`src/pulse_ref_pkg.sv`:
```
// Package holding the register map, field layout, codes and reset values of the pulse reference decoder.
package pulse_ref_pkg;
  // Byte addresses of the registers on the Avalon-MM slave.
  localparam logic [4:0] OFS_CONFIG  = 5'h00;
  localparam logic [4:0] OFS_WINDOW  = 5'h04;
  localparam logic [4:0] OFS_ALLOC   = 5'h08;
  localparam logic [4:0] OFS_RESTART = 5'h0c;
  localparam logic [4:0] OFS_STATUS  = 5'h10;
  localparam logic [4:0] OFS_COUNT   = 5'h14;
  // Field positions inside the configuration word.
  localparam int CFG_MODE_LSB = 0;
  localparam int CFG_FORM_LSB = 4;
  localparam int CFG_INV_LSB  = 8;
  // Control mode digit codes.
  localparam logic [3:0] MODE_SPEED    = 4'h0;
  localparam logic [3:0] MODE_POSITION = 4'h1;
  // Input form digit codes.
  localparam logic [2:0] FORM_STEP_DIR = 3'h0;
  localparam logic [2:0] FORM_FWD_REV  = 3'h1;
  localparam logic [2:0] FORM_QUAD_X1  = 3'h2;
  localparam logic [2:0] FORM_QUAD_X2  = 3'h3;
  localparam logic [2:0] FORM_QUAD_X4  = 3'h4;
  // Bits of the line inversion digit.
  localparam int INV_DIR_BIT   = 0;
  localparam int INV_PULSE_BIT = 1;
  // Speed window limits and reset value, in rpm.
  localparam logic [6:0] WINDOW_RESET = 7'h0a;
  localparam logic [6:0] WINDOW_MAX   = 7'h64;
  // Terminal that carries the positioning indication.
  localparam logic [1:0] TERMINAL_DEFAULT = 2'h0;
  // Status word bit positions.
  localparam int STAT_MATCH_BIT = 0;
  localparam int STAT_DONE_BIT  = 1;
  localparam int STAT_MODE_LSB  = 4;
  localparam int STAT_FORM_LSB  = 8;
  localparam int STAT_INV_LSB   = 12;
endpackage

```
`src/pulse_ref_decoder.sv`:
```
// Pulse reference decoder with speed coincidence output and Avalon-MM register slave.
// What this block does
// - Flags on an output terminal when the measured motor speed agrees with the commanded speed.
// - The speed match indication is low when speeds agree and high when they do not.
// - Speeds agree when their absolute difference is below the window, 0 to 100 rpm, reset 10, applied at once.
// - The speed match indication is only produced in speed control mode.
// - In position control the default terminal shows positioning complete instead of speed match.
// - The speed match indication goes to the terminal picked by the output allocation setting.
// - Control mode digit 1 selects pulse train position control, applied only at a restart.
// - Input form 0 is pulse plus sign, 1 is forward and reverse lines, 2 to 4 are quadrature.
// - Quadrature forms 2, 3 and 4 count at x1, x2 and x4; other forms have no multiplier.
// - Inversion digit 0 inverts no line and 3 inverts both, applied at a restart.
// - Inversion digit 1 inverts only the sign line and 2 inverts only the pulse line.
// - In pulse plus sign form a high sign line means forward and a low one reverse.
//
// The implementer's own choices: the Avalon-MM interface to the registers and the register addresses.
module pulse_ref_decoder
  import pulse_ref_pkg::*;
#(
  parameter int SPEED_W = 16,
  parameter int COUNT_W = 32,
  parameter int N_TERM  = 4
) (
  input  wire logic                      ref_clk,
  input  wire logic                      rst,
  input  wire logic [4:0]                avs_address,
  input  wire logic                      avs_read,
  input  wire logic                      avs_write,
  input  wire logic [31:0]               avs_writedata,
  output logic      [31:0]               avs_readdata,
  output logic                           avs_waitrequest,
  input  wire logic                      pulse_pin,
  input  wire logic                      sign_pin,
  input  wire logic signed [SPEED_W-1:0] motor_speed,
  input  wire logic signed [SPEED_W-1:0] command_speed,
  input  wire logic                      position_done,
  output logic      [N_TERM-1:0]         out_terminal_n,
  output logic                           ref_up,
  output logic                           ref_down,
  output logic      [COUNT_W-1:0]        ref_count
);
  // Absolute difference of two signed speeds, one bit wider so it never wraps.
  function automatic logic [SPEED_W:0] abs_diff(input logic signed [SPEED_W-1:0] x,
                                                input logic signed [SPEED_W-1:0] y);
    logic signed [SPEED_W:0] d;
    d = (SPEED_W+1)'(x) - (SPEED_W+1)'(y);
    abs_diff = d[SPEED_W] ? $unsigned(-d) : $unsigned(d);
  endfunction

  logic [3:0]                pend_mode;
  logic [2:0]                pend_form;
  logic [1:0]                pend_inv;
  logic [3:0]                act_mode;
  logic [2:0]                act_form;
  logic [1:0]                act_inv;
  logic [6:0]                speed_match_window;
  logic [$clog2(N_TERM)-1:0] output_allocation_param;
  logic                      sync_a1;
  logic                      sync_a2;
  logic                      sync_b1;
  logic                      sync_b2;
  logic                      prev_a;
  logic                      prev_b;

  // Bus decode: a transfer completes at the edge where the request meets a low waitrequest.
  wire bus_req    = avs_read | avs_write;
  wire wr_go      = avs_write & ~avs_waitrequest;
  wire wr_config  = wr_go & (avs_address == OFS_CONFIG);
  wire wr_window  = wr_go & (avs_address == OFS_WINDOW);
  wire wr_alloc   = wr_go & (avs_address == OFS_ALLOC);
  wire do_restart = wr_go & (avs_address == OFS_RESTART);

  // Window writes above the top of the range are held at the top.
  wire [6:0] next_window = (avs_writedata[31:7] != 25'h0000000 || avs_writedata[6:0] > WINDOW_MAX) ?
                           WINDOW_MAX : avs_writedata[6:0];

  // Speed comparison and the two active-low indications.
  wire is_close        = abs_diff(motor_speed, command_speed) < (SPEED_W+1)'(speed_match_window);
  wire speed_mode      = act_mode == MODE_SPEED;
  wire pos_mode        = act_mode == MODE_POSITION;
  wire speed_match_n   = ~is_close;
  wire position_done_n = ~position_done;

  // Terminal routing: speed match on the allocated terminal, positioning on the default one.
  logic [N_TERM-1:0] next_terminal_n;
  always_comb begin
    next_terminal_n = '1;
    if (speed_mode) begin
      next_terminal_n[output_allocation_param] = speed_match_n;
    end else if (pos_mode) begin
      next_terminal_n[TERMINAL_DEFAULT] = position_done_n;
    end
  end

  // Line polarity: the previous raw level is seen through the current inversion so a restart makes no edge.
  wire step_pulse_line = sync_a2 ^ act_inv[INV_PULSE_BIT];
  wire direction_line  = sync_b2 ^ act_inv[INV_DIR_BIT];
  wire prev_pulse      = prev_a ^ act_inv[INV_PULSE_BIT];
  wire prev_dir        = prev_b ^ act_inv[INV_DIR_BIT];
  wire forward_pulse_line = step_pulse_line;
  wire reverse_pulse_line = direction_line;
  wire a_rise = step_pulse_line & ~prev_pulse;
  wire a_edge = step_pulse_line ^ prev_pulse;
  wire b_edge = direction_line ^ prev_dir;
  wire fwd_rise = forward_pulse_line & ~prev_pulse;
  wire rev_rise = reverse_pulse_line & ~prev_dir;
  wire quad_fwd = ~(step_pulse_line ^ prev_dir);

  // Count events per input form; forms above 4 produce no counts.
  wire quad_step = (act_form == FORM_QUAD_X1) ? a_rise :
                   (act_form == FORM_QUAD_X2) ? a_edge :
                   (act_form == FORM_QUAD_X4) ? (a_edge ^ b_edge) : 1'b0;
  wire next_up = ~pos_mode ? 1'b0 :
                 (act_form == FORM_STEP_DIR) ? (a_rise & direction_line) :
                 (act_form == FORM_FWD_REV) ? (fwd_rise & ~rev_rise) :
                 (quad_step & quad_fwd);
  wire next_dn = ~pos_mode ? 1'b0 :
                 (act_form == FORM_STEP_DIR) ? (a_rise & ~direction_line) :
                 (act_form == FORM_FWD_REV) ? (rev_rise & ~fwd_rise) :
                 (quad_step & ~quad_fwd);

  // Read data selection; unmapped addresses read as zero.
  wire [31:0] cfg_word  = 32'({pend_inv, 1'b0, pend_form, pend_mode});
  // Status layout: agree in bit 0, done in bit 1, mode from bit 4, form from bit 8, inversion from bit 12.
  wire [31:0] stat_word = 32'({act_inv, 1'b0, act_form, act_mode, 2'h0, ~position_done_n, is_close});
  wire [31:0] rd_mux = (avs_address == OFS_CONFIG) ? cfg_word :
                       (avs_address == OFS_WINDOW) ? 32'(speed_match_window) :
                       (avs_address == OFS_ALLOC)  ? 32'(output_allocation_param) :
                       (avs_address == OFS_STATUS) ? stat_word :
                       (avs_address == OFS_COUNT)  ? 32'(ref_count) : 32'h00000000;

  // Bus handshake: one wait cycle, then a single cycle with waitrequest low.
  always_ff @(posedge ref_clk) begin
    if (rst) begin
      avs_waitrequest <= 1'b1;
      avs_readdata    <= 32'h00000000;
    end else begin
      avs_waitrequest <= ~(bus_req & avs_waitrequest);
      if (avs_read & avs_waitrequest) begin
        avs_readdata <= rd_mux;
      end
    end
  end

  // Settings held for the next restart, and the settings that act at once.
  always_ff @(posedge ref_clk) begin
    if (rst) begin
      pend_mode               <= MODE_SPEED;
      pend_form               <= FORM_STEP_DIR;
      pend_inv                <= 2'h0;
      speed_match_window      <= WINDOW_RESET;
      output_allocation_param <= '0;
    end else begin
      if (wr_config) begin
        pend_mode <= avs_writedata[CFG_MODE_LSB +: 4];
        pend_form <= avs_writedata[CFG_FORM_LSB +: 3];
        pend_inv  <= avs_writedata[CFG_INV_LSB +: 2];
      end
      if (wr_window) begin
        speed_match_window <= next_window;
      end
      if (wr_alloc) begin
        output_allocation_param <= avs_writedata[$clog2(N_TERM)-1:0];
      end
    end
  end

  // Active settings change only at reset or at a restart.
  always_ff @(posedge ref_clk) begin
    if (rst) begin
      act_mode <= MODE_SPEED;
      act_form <= FORM_STEP_DIR;
      act_inv  <= 2'h0;
    end else if (do_restart) begin
      act_mode <= pend_mode;
      act_form <= pend_form;
      act_inv  <= pend_inv;
    end
  end

  // Two-stage synchronisers on the pins, then a third stage for edge detection.
  always_ff @(posedge ref_clk) begin
    if (rst) begin
      sync_a1 <= 1'b0;
      sync_a2 <= 1'b0;
      sync_b1 <= 1'b0;
      sync_b2 <= 1'b0;
      prev_a  <= 1'b0;
      prev_b  <= 1'b0;
    end else begin
      sync_a1 <= pulse_pin;
      sync_a2 <= sync_a1;
      sync_b1 <= sign_pin;
      sync_b2 <= sync_b1;
      prev_a  <= sync_a2;
      prev_b  <= sync_b2;
    end
  end

  // Registered outputs: terminals, count strobes and the reference position.
  always_ff @(posedge ref_clk) begin
    if (rst) begin
      out_terminal_n <= '1;
      ref_up         <= 1'b0;
      ref_down       <= 1'b0;
      ref_count      <= '0;
    end else begin
      out_terminal_n <= next_terminal_n;
      ref_up         <= next_up;
      ref_down       <= next_dn;
      if (next_up) begin
        ref_count <= ref_count + COUNT_W'(1);
      end else if (next_dn) begin
        ref_count <= ref_count - COUNT_W'(1);
      end
    end
  end
endmodule

```
`config.mk`:
```
export PLATFORM = sky130hd
export DESIGN_NAME = pulse_ref_decoder
export DESIGN_NICKNAME = d
export VERILOG_FILES = /design/src/pulse_ref_pkg.sv /design/src/pulse_ref_decoder.sv
export SDC_FILE = /design/constraint.sdc
export NUM_CORES = 1
export LEC_CHECK = 0
export BUFFER_PORTS_ARGS = -buffer_cell sky130_fd_sc_hd__buf_4
export CAP_MARGIN = 5
export CORE_ASPECT_RATIO = 1.2
export CORE_MARGIN = 2
export CORE_UTILIZATION = 45
export CTS_CLUSTER_DIAMETER = 50
export DETAILED_ROUTE_END_ITERATION = 16
export PLACE_DENSITY_LB_ADDON = 0.12
export SKIP_CTS_REPAIR_TIMING = 1
export SYNTH_ARGS = -nofsm -noshare
export SYNTH_HDL_FRONTEND = slang
export SYNTH_SLANG_ARGS = --single-unit
```
`constraint.sdc`:
```
create_clock -name ref_clk -period 5 [get_ports ref_clk]
set_clock_uncertainty 0.15 [all_clocks]
set_input_delay 0.25 -clock ref_clk [delete_from_list [all_inputs] [get_ports ref_clk]]
set_output_delay 0.25 -clock ref_clk [all_outputs]
set_load 0.02 [all_outputs]
```
==> After elaboration in Yosys (flattened, before gate mapping) <==
Cells that the tools add are included.
{ "classes": {"n_addsub": 4, "magnitude_cmp": 4, "n_eq_ne": 10, "muxes": 22, "bitwise_logic": 37, "n_reduce_logical": 8} }
{ "ops": {"columns": ["op", "n"], "rows": [
  ["2-to-1 mux 32 bit", 7],
  ["adder 32 x 1 -> 32 bit, second input constant", 1],
  ["subtractor 32 x 1 -> 32 bit, second input constant", 1],
  ["nonzero test 25 bit", 1],
  ["less-than comparator 17 x 7 -> 1 bit", 1],
  ["2-to-1 mux 17 bit", 1],
  ["negator 17 bit", 1],
  ["subtractor 16 x 16 -> 17 bit", 1],
  ["bitwise AND 1 bit", 15],
  ["2-to-1 mux 1 bit", 12],
  ["NOT 1 bit", 11],
  ["== test 5 x 4 -> 1 bit, second input constant", 2],
  ["== test 5 bit, second input constant", 2],
  ["XOR 1 bit", 8],
  ["greater-than comparator 7 bit, second input constant", 1],
  ["2-to-1 mux 7 bit", 1],
  ["== test 3 x 2 -> 1 bit, second input constant", 2],
  ["== test 5 x 3 -> 1 bit, second input constant", 1],
  ["zero test 5 bit", 1],
  ["== test 4 x 1 -> 1 bit, second input constant", 1],
  ["zero test 4 bit", 1],
  ["NOT 4 bit", 1],
  ["bitwise OR 4 bit", 1],
  ["== test 3 x 1 -> 1 bit, second input constant", 1],
  ["10 further kinds", 10]
]} }
{ "totals": {"ff_bits": 104, "in_bits": 76, "word_cells": 106} }

==> Longest topological paths before layout <==
Gate-level depths: netlist (run 1).
{ "depth": {"ltp_word": 12, "mapped_depth": 22} }

==> Worst setup path before layout (run 1) <==
Ideal clock, no wire load.
{ "synth_path": {"kind": "flip-flop to flip-flop", "from": "register act_inv[1]", "to": "register ref_count[29]", "t_arrival_ns": 5.041, "required_ns": 4.763, "setup_slack_ns": -0.278, "path_stages_with_launch": 21, "path_cell_list": "dfxtp_1 > xor2_1 > ha_1 > xnor2_1 > nor2_1 > a21oi_1 > o21ai_0 > a32oi_1 > or3_1 > clkbuf_1 > ha_1 > a2111oi_0 > o21ai_0 > a21oi_1 > o31a_1 > o21ai_0 > o31ai_1 > a21oi_1 > o21ai_0 > mux2_2 > o31ai_1"} }
{ "synth_between": {"elab_chain_len": 11} }
{ "synth_rtl": {"columns": ["element", "line_no", "text"], "rows": [
  ["start: declaration", "pulse_ref_decoder.sv:55", "logic [1:0] act_inv;"],
  ["start signal: assignment", "pulse_ref_decoder.sv:177", "act_inv <= pend_inv;"],
  ["XOR 1 bit, on equally long branches", "pulse_ref_decoder.sv:96, pulse_ref_decoder.sv:98", null],
  ["XOR 1 bit", "pulse_ref_decoder.sv:103", "wire a_edge = step_pulse_line ^ prev_pulse;"],
  ["XOR 1 bit", "pulse_ref_decoder.sv:112", "(act_form == FORM_QUAD_X4) ? (a_edge ^ b_edge) : 1'b0;"],
  ["2-to-1 mux 1 bit", "pulse_ref_decoder.sv:112", null],
  ["2-to-1 mux 1 bit", "pulse_ref_decoder.sv:111", "(act_form == FORM_QUAD_X2) ? a_edge :"],
  ["2-to-1 mux 1 bit", "pulse_ref_decoder.sv:110", "wire quad_step = (act_form == FORM_QUAD_X1) ? a_rise :"],
  ["bitwise AND 1 bit, on equally long branches", "pulse_ref_decoder.sv:116, pulse_ref_decoder.sv:120", null],
  ["2-to-1 mux 1 bit, on equally long branches", "pulse_ref_decoder.sv:115, pulse_ref_decoder.sv:119", null],
  ["2-to-1 mux 1 bit, on equally long branches", "pulse_ref_decoder.sv:114, pulse_ref_decoder.sv:118", null],
  ["2-to-1 mux 1 bit, on equally long branches", "pulse_ref_decoder.sv:113, pulse_ref_decoder.sv:117", null],
  ["2-to-1 mux 32 bit / nonzero test 2 bit (equally long branches)", null, null],
  ["end signal: assignment", "pulse_ref_decoder.sv:212", "ref_count <= ref_count + COUNT_W'(1);"],
  ["end signal: assignment", "pulse_ref_decoder.sv:214", "ref_count <= ref_count - COUNT_W'(1);"],
  ["end: declaration", "pulse_ref_decoder.sv:40", "output logic [COUNT_W-1:0] ref_count"]
]} }
Several ways; a longest one is shown, not always the timed one.
A chain may end at the register's enable or synchronous reset.

==> Worst setup path after layout (run 1) <==
{ "layout_path": {"from": "register act_inv[0]", "to": "register ref_count[20]"} }
{ "layout_between": {"elab_chain_len": 11} }
{ "layout_rtl": {"columns": ["element", "line_no", "text"], "rows": [
  ["XOR 1 bit, on equally long branches", "pulse_ref_decoder.sv:97, pulse_ref_decoder.sv:99", null],
  ["XOR 1 bit", "pulse_ref_decoder.sv:104", "wire b_edge = direction_line ^ prev_dir;"],
  ["XOR 1 bit", "pulse_ref_decoder.sv:112", null],
  ["2-to-1 mux 1 bit", "pulse_ref_decoder.sv:112", null],
  ["2-to-1 mux 1 bit", "pulse_ref_decoder.sv:111", null],
  ["2-to-1 mux 1 bit", "pulse_ref_decoder.sv:110", null],
  ["bitwise AND 1 bit, on equally long branches", "pulse_ref_decoder.sv:116, pulse_ref_decoder.sv:120", null],
  ["2-to-1 mux 1 bit, on equally long branches", "pulse_ref_decoder.sv:115, pulse_ref_decoder.sv:119", null],
  ["2-to-1 mux 1 bit, on equally long branches", "pulse_ref_decoder.sv:114, pulse_ref_decoder.sv:118", null],
  ["2-to-1 mux 1 bit, on equally long branches", "pulse_ref_decoder.sv:113, pulse_ref_decoder.sv:117", null],
  ["2-to-1 mux 32 bit / nonzero test 2 bit (equally long branches)", null, null]
]} }
Several ways; a longest one is shown, not always the timed one.

==> reports/results.txt, run 1 <==
Clock-pin slew on the worst setup and hold paths: 0.08 ns
Antenna violations before repair: 0
Final period util: 94.0%
Worst-margin pin slew: 1.21 ns
Initial core utilization: 45.6%
Slowest CP cell: or3_4
Yosys top cell area share: 29.5%
Wirelength per Cell: 15.3 um
Setup Crit Path Kind: reg2reg
Top Ports: 147
# setup viols final: 0
Fillers: 1,459
Dominant cell by count in the synthesized netlist: nor2_1
WHS: 0.00671 ns
Post-route worst setup slack: 0.300 ns
CTS tree: built
Worst-path fanout max: 6
Post-Route WL: 19.5 mm
Worst slack at placement: -0.194 ns
Antenna Cells: 0
Starting DRT DRC Count: 303
Post-synthesis cell area: 7050 um2
Worst Setup Start Kind: register
Design area: 8980 um2
Final Util: 58.1%
Req. time, crit path: 5.10 ns
Vias: 7,022
Run status: finished, final reports clean
Die width: 118 um
Yosys warns: 0
Rows: 50
Relative slew slack: 18.4%
Die area: 16,700 um2
Unrepaired setup endpoints after global routing: false
Slowest stage delay, CP: 0.45 ns
RePlAce Congestion: 0.872
Synth Register Bits: 104
Largest net degree at the start of global routing: 62
Top_reg_cell synth: dfxtp_1
Clk buf depth: 2
Post-DR vias/cell: 5.49
Ys async rst share: 0%
DP Area: 8520 um2
Top Family by Delay on Critical Path: compound AO/OA/AOI/OAI gates
Fin. Hold Viols: 0
Leakage: 4.06 nW
Worst vdd ir: 0.000148 V
Post-synth top cells: 129 x nor2_1, 104 x dfxtp_1, 92 x a21oi_1, 78 x nand2_1, 55 x ha_1
Post-synthesis sequential area ratio: 29.5%
Share of layout cells above drive strength 1: 21.3%
Worst-Skew Late Latency: 0.35 ns
Area contributors post-synth: dfxtp_1 30%, ha_1 9.8%, nor2_1 6.9%, a21oi_1 6.5%, mux2i_1 4.3%
Minimum clock period: 4.70 ns
Distinct cells, synth: 68
Die Height: 141 um
Final max-slew violation count: 0
Crit path DAT: 4.80 ns
Clk sink count: 104
# port buffers: 146
Critical-path cell list: xor2_2 > ha_1 > xnor2_1 > nor2_1 > a21oi_1 > o21ai_2 > a32oi_1 > or3_4 > fa_1 > a211o_1 > a21o_1 > o41a_1 > buf_4 > o211ai_1 > a21boi_0 > or3_1 > a21oi_2 > o21ai_1 > o311ai_1
Largest area contributor in the netlist: dfxtp_1
Cells after synthesis: 908
Syn_nets: 1,041
DRT Pass-1 Iters: 5
Final nets: 1,199
Core ar.: 15,500 um2
Post-DRT Antenna Nets: 0
Hpwl dp: 15.0 mm
Hold WC Path Type: in2reg
Power Dens Cells: 221 nW/um2
Grt total ovfl: 0
Overall Global Routing Usage: 23.1%
Total CTS buffers: 9
Root Buffer: clkbuf_16
Fmax: 213 MHz
Max-cap violations: 0
H-tree Lvls: 3
Power Total: 1.98 mW
# DRC: 0
First-pass GRT wire length: 31.7 mm
Worst Path Buf+Inv: 1
Number of global-route vias before repair: 6,646
CP Capture Type: register
EDFF count, synth: 0
Mean Syn Cell Area: 7.76 um2
Area growth from synthesis to layout: 27.5%
==> state kept, by name (all words and copies together), names as in the netlist, 2 cells and up <==
| register | count |
|---|---|
| pend_form | 3 |
| speed_match_window | 7 |
| pend_mode | 4 |
| act_form | 3 |
| act_mode | 4 |
| avs_readdata | 32 |
| ref_count | 32 |
| out_terminal_n | 4 |
| pend_inv | 2 |
| output_allocation_param | 2 |
| act_inv | 2 |
==> cell families after synthesis <==
family | Yosys count | share of synthesized area (%)
AND/OR/NAND/NOR | 341 | 22.6
AO/OA/AOI/OAI | 248 | 22.9
flip-flops | 104 | 29.5
buffers and inverters | 81 | 4.44
adder cells (fa/ha/maj) | 57 | 10.3
XOR/XNOR | 45 | 5.59
multiplexers | 32 | 4.58
==> final timing paths <==
check / depth (start not counted) / from / slack [ns] / to
worst max-delay path: 19 / act_inv[0] / 0.30 / ref_count[20]
worst min-delay path: 3 / avs_writedata[3] / 0.007 / pend_mode[3]
worst max register to register: 19 / act_inv[0] / 0.30 / ref_count[20]
worst min register to register: 1 / sync_a1 / 0.30 / sync_a2
==> report_power, final <==
group,internal [mW],switching [mW]
clock network,0.405,0.352
logic,0.169,0.217
registers,0.835,0.00524
total,1.41,0.575
==> layer usage <==
layer  global-route usage, %  vias up  share of wire [%]
li1                        -     3595                  -
met1                    26.9     3232                 43
met2                    42.7      166                 50
met3                    3.24       29                4.4
met4                    8.43        0                2.5
met5                       0        -                  0
==> layout make-up <==
type	count	area, um2	area share, %
clock buffer	9	225	2.51
clock inverter	7	95.1	1.06
inverter	44	165	1.84
multi-input combinational	723	4740	52.8
sequential	104	2080	23.2
tap	208	260	2.90
timing repair buffer	184	1410	15.7
==> worst register-to-register path, cell delays in order, from the launching register on <==
cell and delay [ns]:
dfxtp_2 0.35, xor2_2 0.18, ha_1 0.31, xnor2_1 0.13
nor2_1 0.10, a21oi_1 0.09, o21ai_2 0.15, a32oi_1 0.08
or3_4 0.45, fa_1 0.40, a211o_1 0.28, a21o_1 0.18
o41a_1 0.37, buf_4 0.16, o211ai_1 0.21, a21boi_0 0.14
or3_1 0.33, a21oi_2 0.17, o21ai_1 0.12, o311ai_1 0.27
==> through the flow <==
step                std cells  TNS, ns
floorplan                 908        0
global placement         1257   -0.105
detailed placement       1257   -0.346
CTS                      1273   -0.577
global route             1279        0
finish                   1279        0
==> cells in the final DEF, fill, tap and decap left out, types with 9 or more instances in the layout <==
cell,count
nand3_1,35
dfxtp_1,102
a221oi_1,10
nor4_1,13
a211oi_1,13
o21ai_0,28
ha_1,53
xor2_1,22
a22oi_1,9
mux2i_1,30
a21o_1,10
xnor2_1,20
nor2_1,129
buf_4,178
a21oi_1,89
o21a_1,10
nor3_1,16
inv_1,44
clkbuf_16,9
nand2_1,78
nor2b_1,10
o21ai_1,10
Note: power is estimated with default switching activity, not from simulation.
==> run 2: changes to the inputs <==
--- a/config.mk
+++ b/config.mk
@@ -10,6 +10,7 @@
 export CORE_ASPECT_RATIO = 1.2
 export CORE_MARGIN = 2
 export CORE_UTILIZATION = 45
+export CTS_BUF_LIST = sky130_fd_sc_hd__clkbuf_8
 export CTS_CLUSTER_DIAMETER = 50
 export DETAILED_ROUTE_END_ITERATION = 16
 export PLACE_DENSITY_LB_ADDON = 0.12
==> run 2 against run 1 <==
Against the previous run:
- the run now ends with negative hold slack left
- final cell count grew 0.23%
- die area unchanged
- routed wire length is 0.10% higher
- register-to-register slack about the same
- clock power is 23% lower
- power is 8.6% lower
- worst hold slack worse by 0.028 ns
- sequential share of layout area up 0.15 points
- sequential cell count did not move
- largest power group unchanged
==> reports/results.txt, run 2 (synthesized netlist as in run 1, its figures left out) <==
Run status: finished with violations
Failing checks: negative hold slack
Largest net degree at the start of global routing: 62
Internal: 1.25 mW
Die area: 16,700 um2
Critical-path cell list: xor2_2 > ha_1 > xnor2_1 > nor2_1 > a21oi_1 > o21ai_2 > a32oi_1 > or3_4 > fa_1 > a211o_1 > a21o_1 > o41a_1 > buf_4 > o211ai_1 > a21boi_0 > or3_1 > a21oi_2 > o21ai_1 > o311ai_1
Finished Layout Cells: 1,282
Leakage: 4.03 nW
Hold WC Path Type: in2reg
Worst Setup Start Kind: register
Hpwl dp: 15.0 mm
Worst-path fanout max: 6
Biggest regs: avs_readdata: 32 flops, ref_count: 32 flops, speed_match_window: 7 flops
Clk buf depth: 2
Antenna violations before repair: 0
Req. time, crit path: 5.13 ns
Crit path DAT: 4.85 ns
Share of layout cells above drive strength 1: 21.1%
Comb pwr share: 21.4%
Worst Path Buf+Inv: 1
Post-DRT Antenna Nets: 0
Vias: 7,007
Initial core utilization: 45.6%
Final max-slew violation count: 0
Max-cap violations: 0
Post-DR vias/cell: 5.47
Most frequent cells in the layout: 177 x buf_4, 129 x nor2_1, 102 x dfxtp_1, 89 x a21oi_1, 78 x nand2_1
Total CTS buffers: 9
DRT Pass-1 Iters: 5
Register area: 2080 um2
Starting DRT DRC Count: 291
Worst-margin pin slew: 1.20 ns
Slowest stage delay, CP: 0.44 ns
Die Height: 141 um
# port buffers: 146
Core ar.: 15,500 um2
CP Capture Type: register
Area growth from synthesis to layout: 26.7%
# setup viols final: 0
Final Util: 57.8%
Net Sw Power: 0.559 mW
Number of global-route vias before repair: 6,609
Worst vdd ir: 0.000145 V
Fmax: 212 MHz
RePlAce Congestion: 0.872
Setup Crit Path Kind: reg2reg
Post-route worst setup slack: 0.285 ns
Die width: 118 um
Overall Global Routing Usage: 22.9%
Fillers: 1,474
Clock group share of total power: 32.2%
Top Family by Delay on Critical Path: compound AO/OA/AOI/OAI gates
Minimum clock period: 4.71 ns
Top Ports: 147
Fin. Hold Viols: 6
Relative slew slack: 19.4%
Cells after DPL: 1,257
Antenna Cells: 0
H-tree Lvls: 3
Power Dens Cells: 203 nW/um2
Root Buffer: clkbuf_8
Commonest non-fill, non-tap cell in the layout: buf_4
Grt total ovfl: 0
WHS: -0.0216 ns
Final nets: 1,202
Clock-pin slew on the worst setup and hold paths: 0.12 ns
# DRC: 0
Worst slack at placement: -0.194 ns
Slowest CP cell: or3_4
Unrepaired setup endpoints after global routing: false
Switching Share: 30.8%
Final period util: 94.3%
Setup TNS: 0 ns
Post-Route WL: 19.6 mm
First-pass GRT wire length: 31.6 mm
Area of the multi-input gates: 4760 um2
Sequential share of power: 46.4%
Wirelength per Cell: 15.3 um
Clk sink count: 104
Worst-Skew Late Latency: 0.38 ns
CTS tree: built
Rows: 50
==> run 2: per-layer routing <==
layer	wire length (um)	up-vias	part of all wire (%)	global-route usage [%]
met2	9970	142	51	42.9
met4	398	0	2.0	7.17
met3	831	25	4.3	2.99
met5	0	-	0	0
met1	8360	3243	43	26.9
li1	-	3597	-	-
==> run 2: final timing paths <==
kind | depth (start not counted) | startpoint | slack [ns] | end
worst max-delay path | 19 | act_inv[0] | 0.29 | ref_count[20]
worst min-delay path | 3 | avs_writedata[4] | -0.02 | pend_form[0]
worst max register to register | 19 | act_inv[0] | 0.29 | ref_count[20]
worst min register to register | 2 | avs_readdata[27] | 0.31 | avs_readdata[27]
==> run 2: per-stage QoR <==
stage / area, um2 / total power, mW / hold slack (ns)
floorplan: 7050 / 1.12 / 0.216
global placement: 8520 / 1.24 / 0.286
detailed placement: 8520 / 1.24 / 0.286
CTS: 8730 / 1.82 / -0.0875
global route: 8930 / 1.90 / 0.0000913
finish: 8930 / 1.81 / -0.0216
==> run 2: power groups by stage <==
stage | Sequential [mW] | Clock [mW] | Combinational (mW)
2_1_floorplan | 0.864 | 0 | 0.253
5_1_grt | 0.842 | 0.628 | 0.432
3_3_place_gp | 0.860 | 0 | 0.379
4_1_cts | 0.841 | 0.593 | 0.383
6_report | 0.841 | 0.584 | 0.388
3_5_place_dp | 0.859 | 0 | 0.382
==> run 2: cell type report <==
class                   instances  share of cell area [%]
inverters                      44                    1.85
clock buffers                   9                    1.39
multi-input cells             723                    53.3
clock inverters                 7                    1.07
flip-flops and latches        104                    23.4
well taps                     208                    2.92
repair buffers                187                    16.1
==> run 2: tightest hold or removal path, cell delays in order <==
cell and delay [ns]:
buf_4 0.10, mux2i_1 0.06, nor2_1 0.07
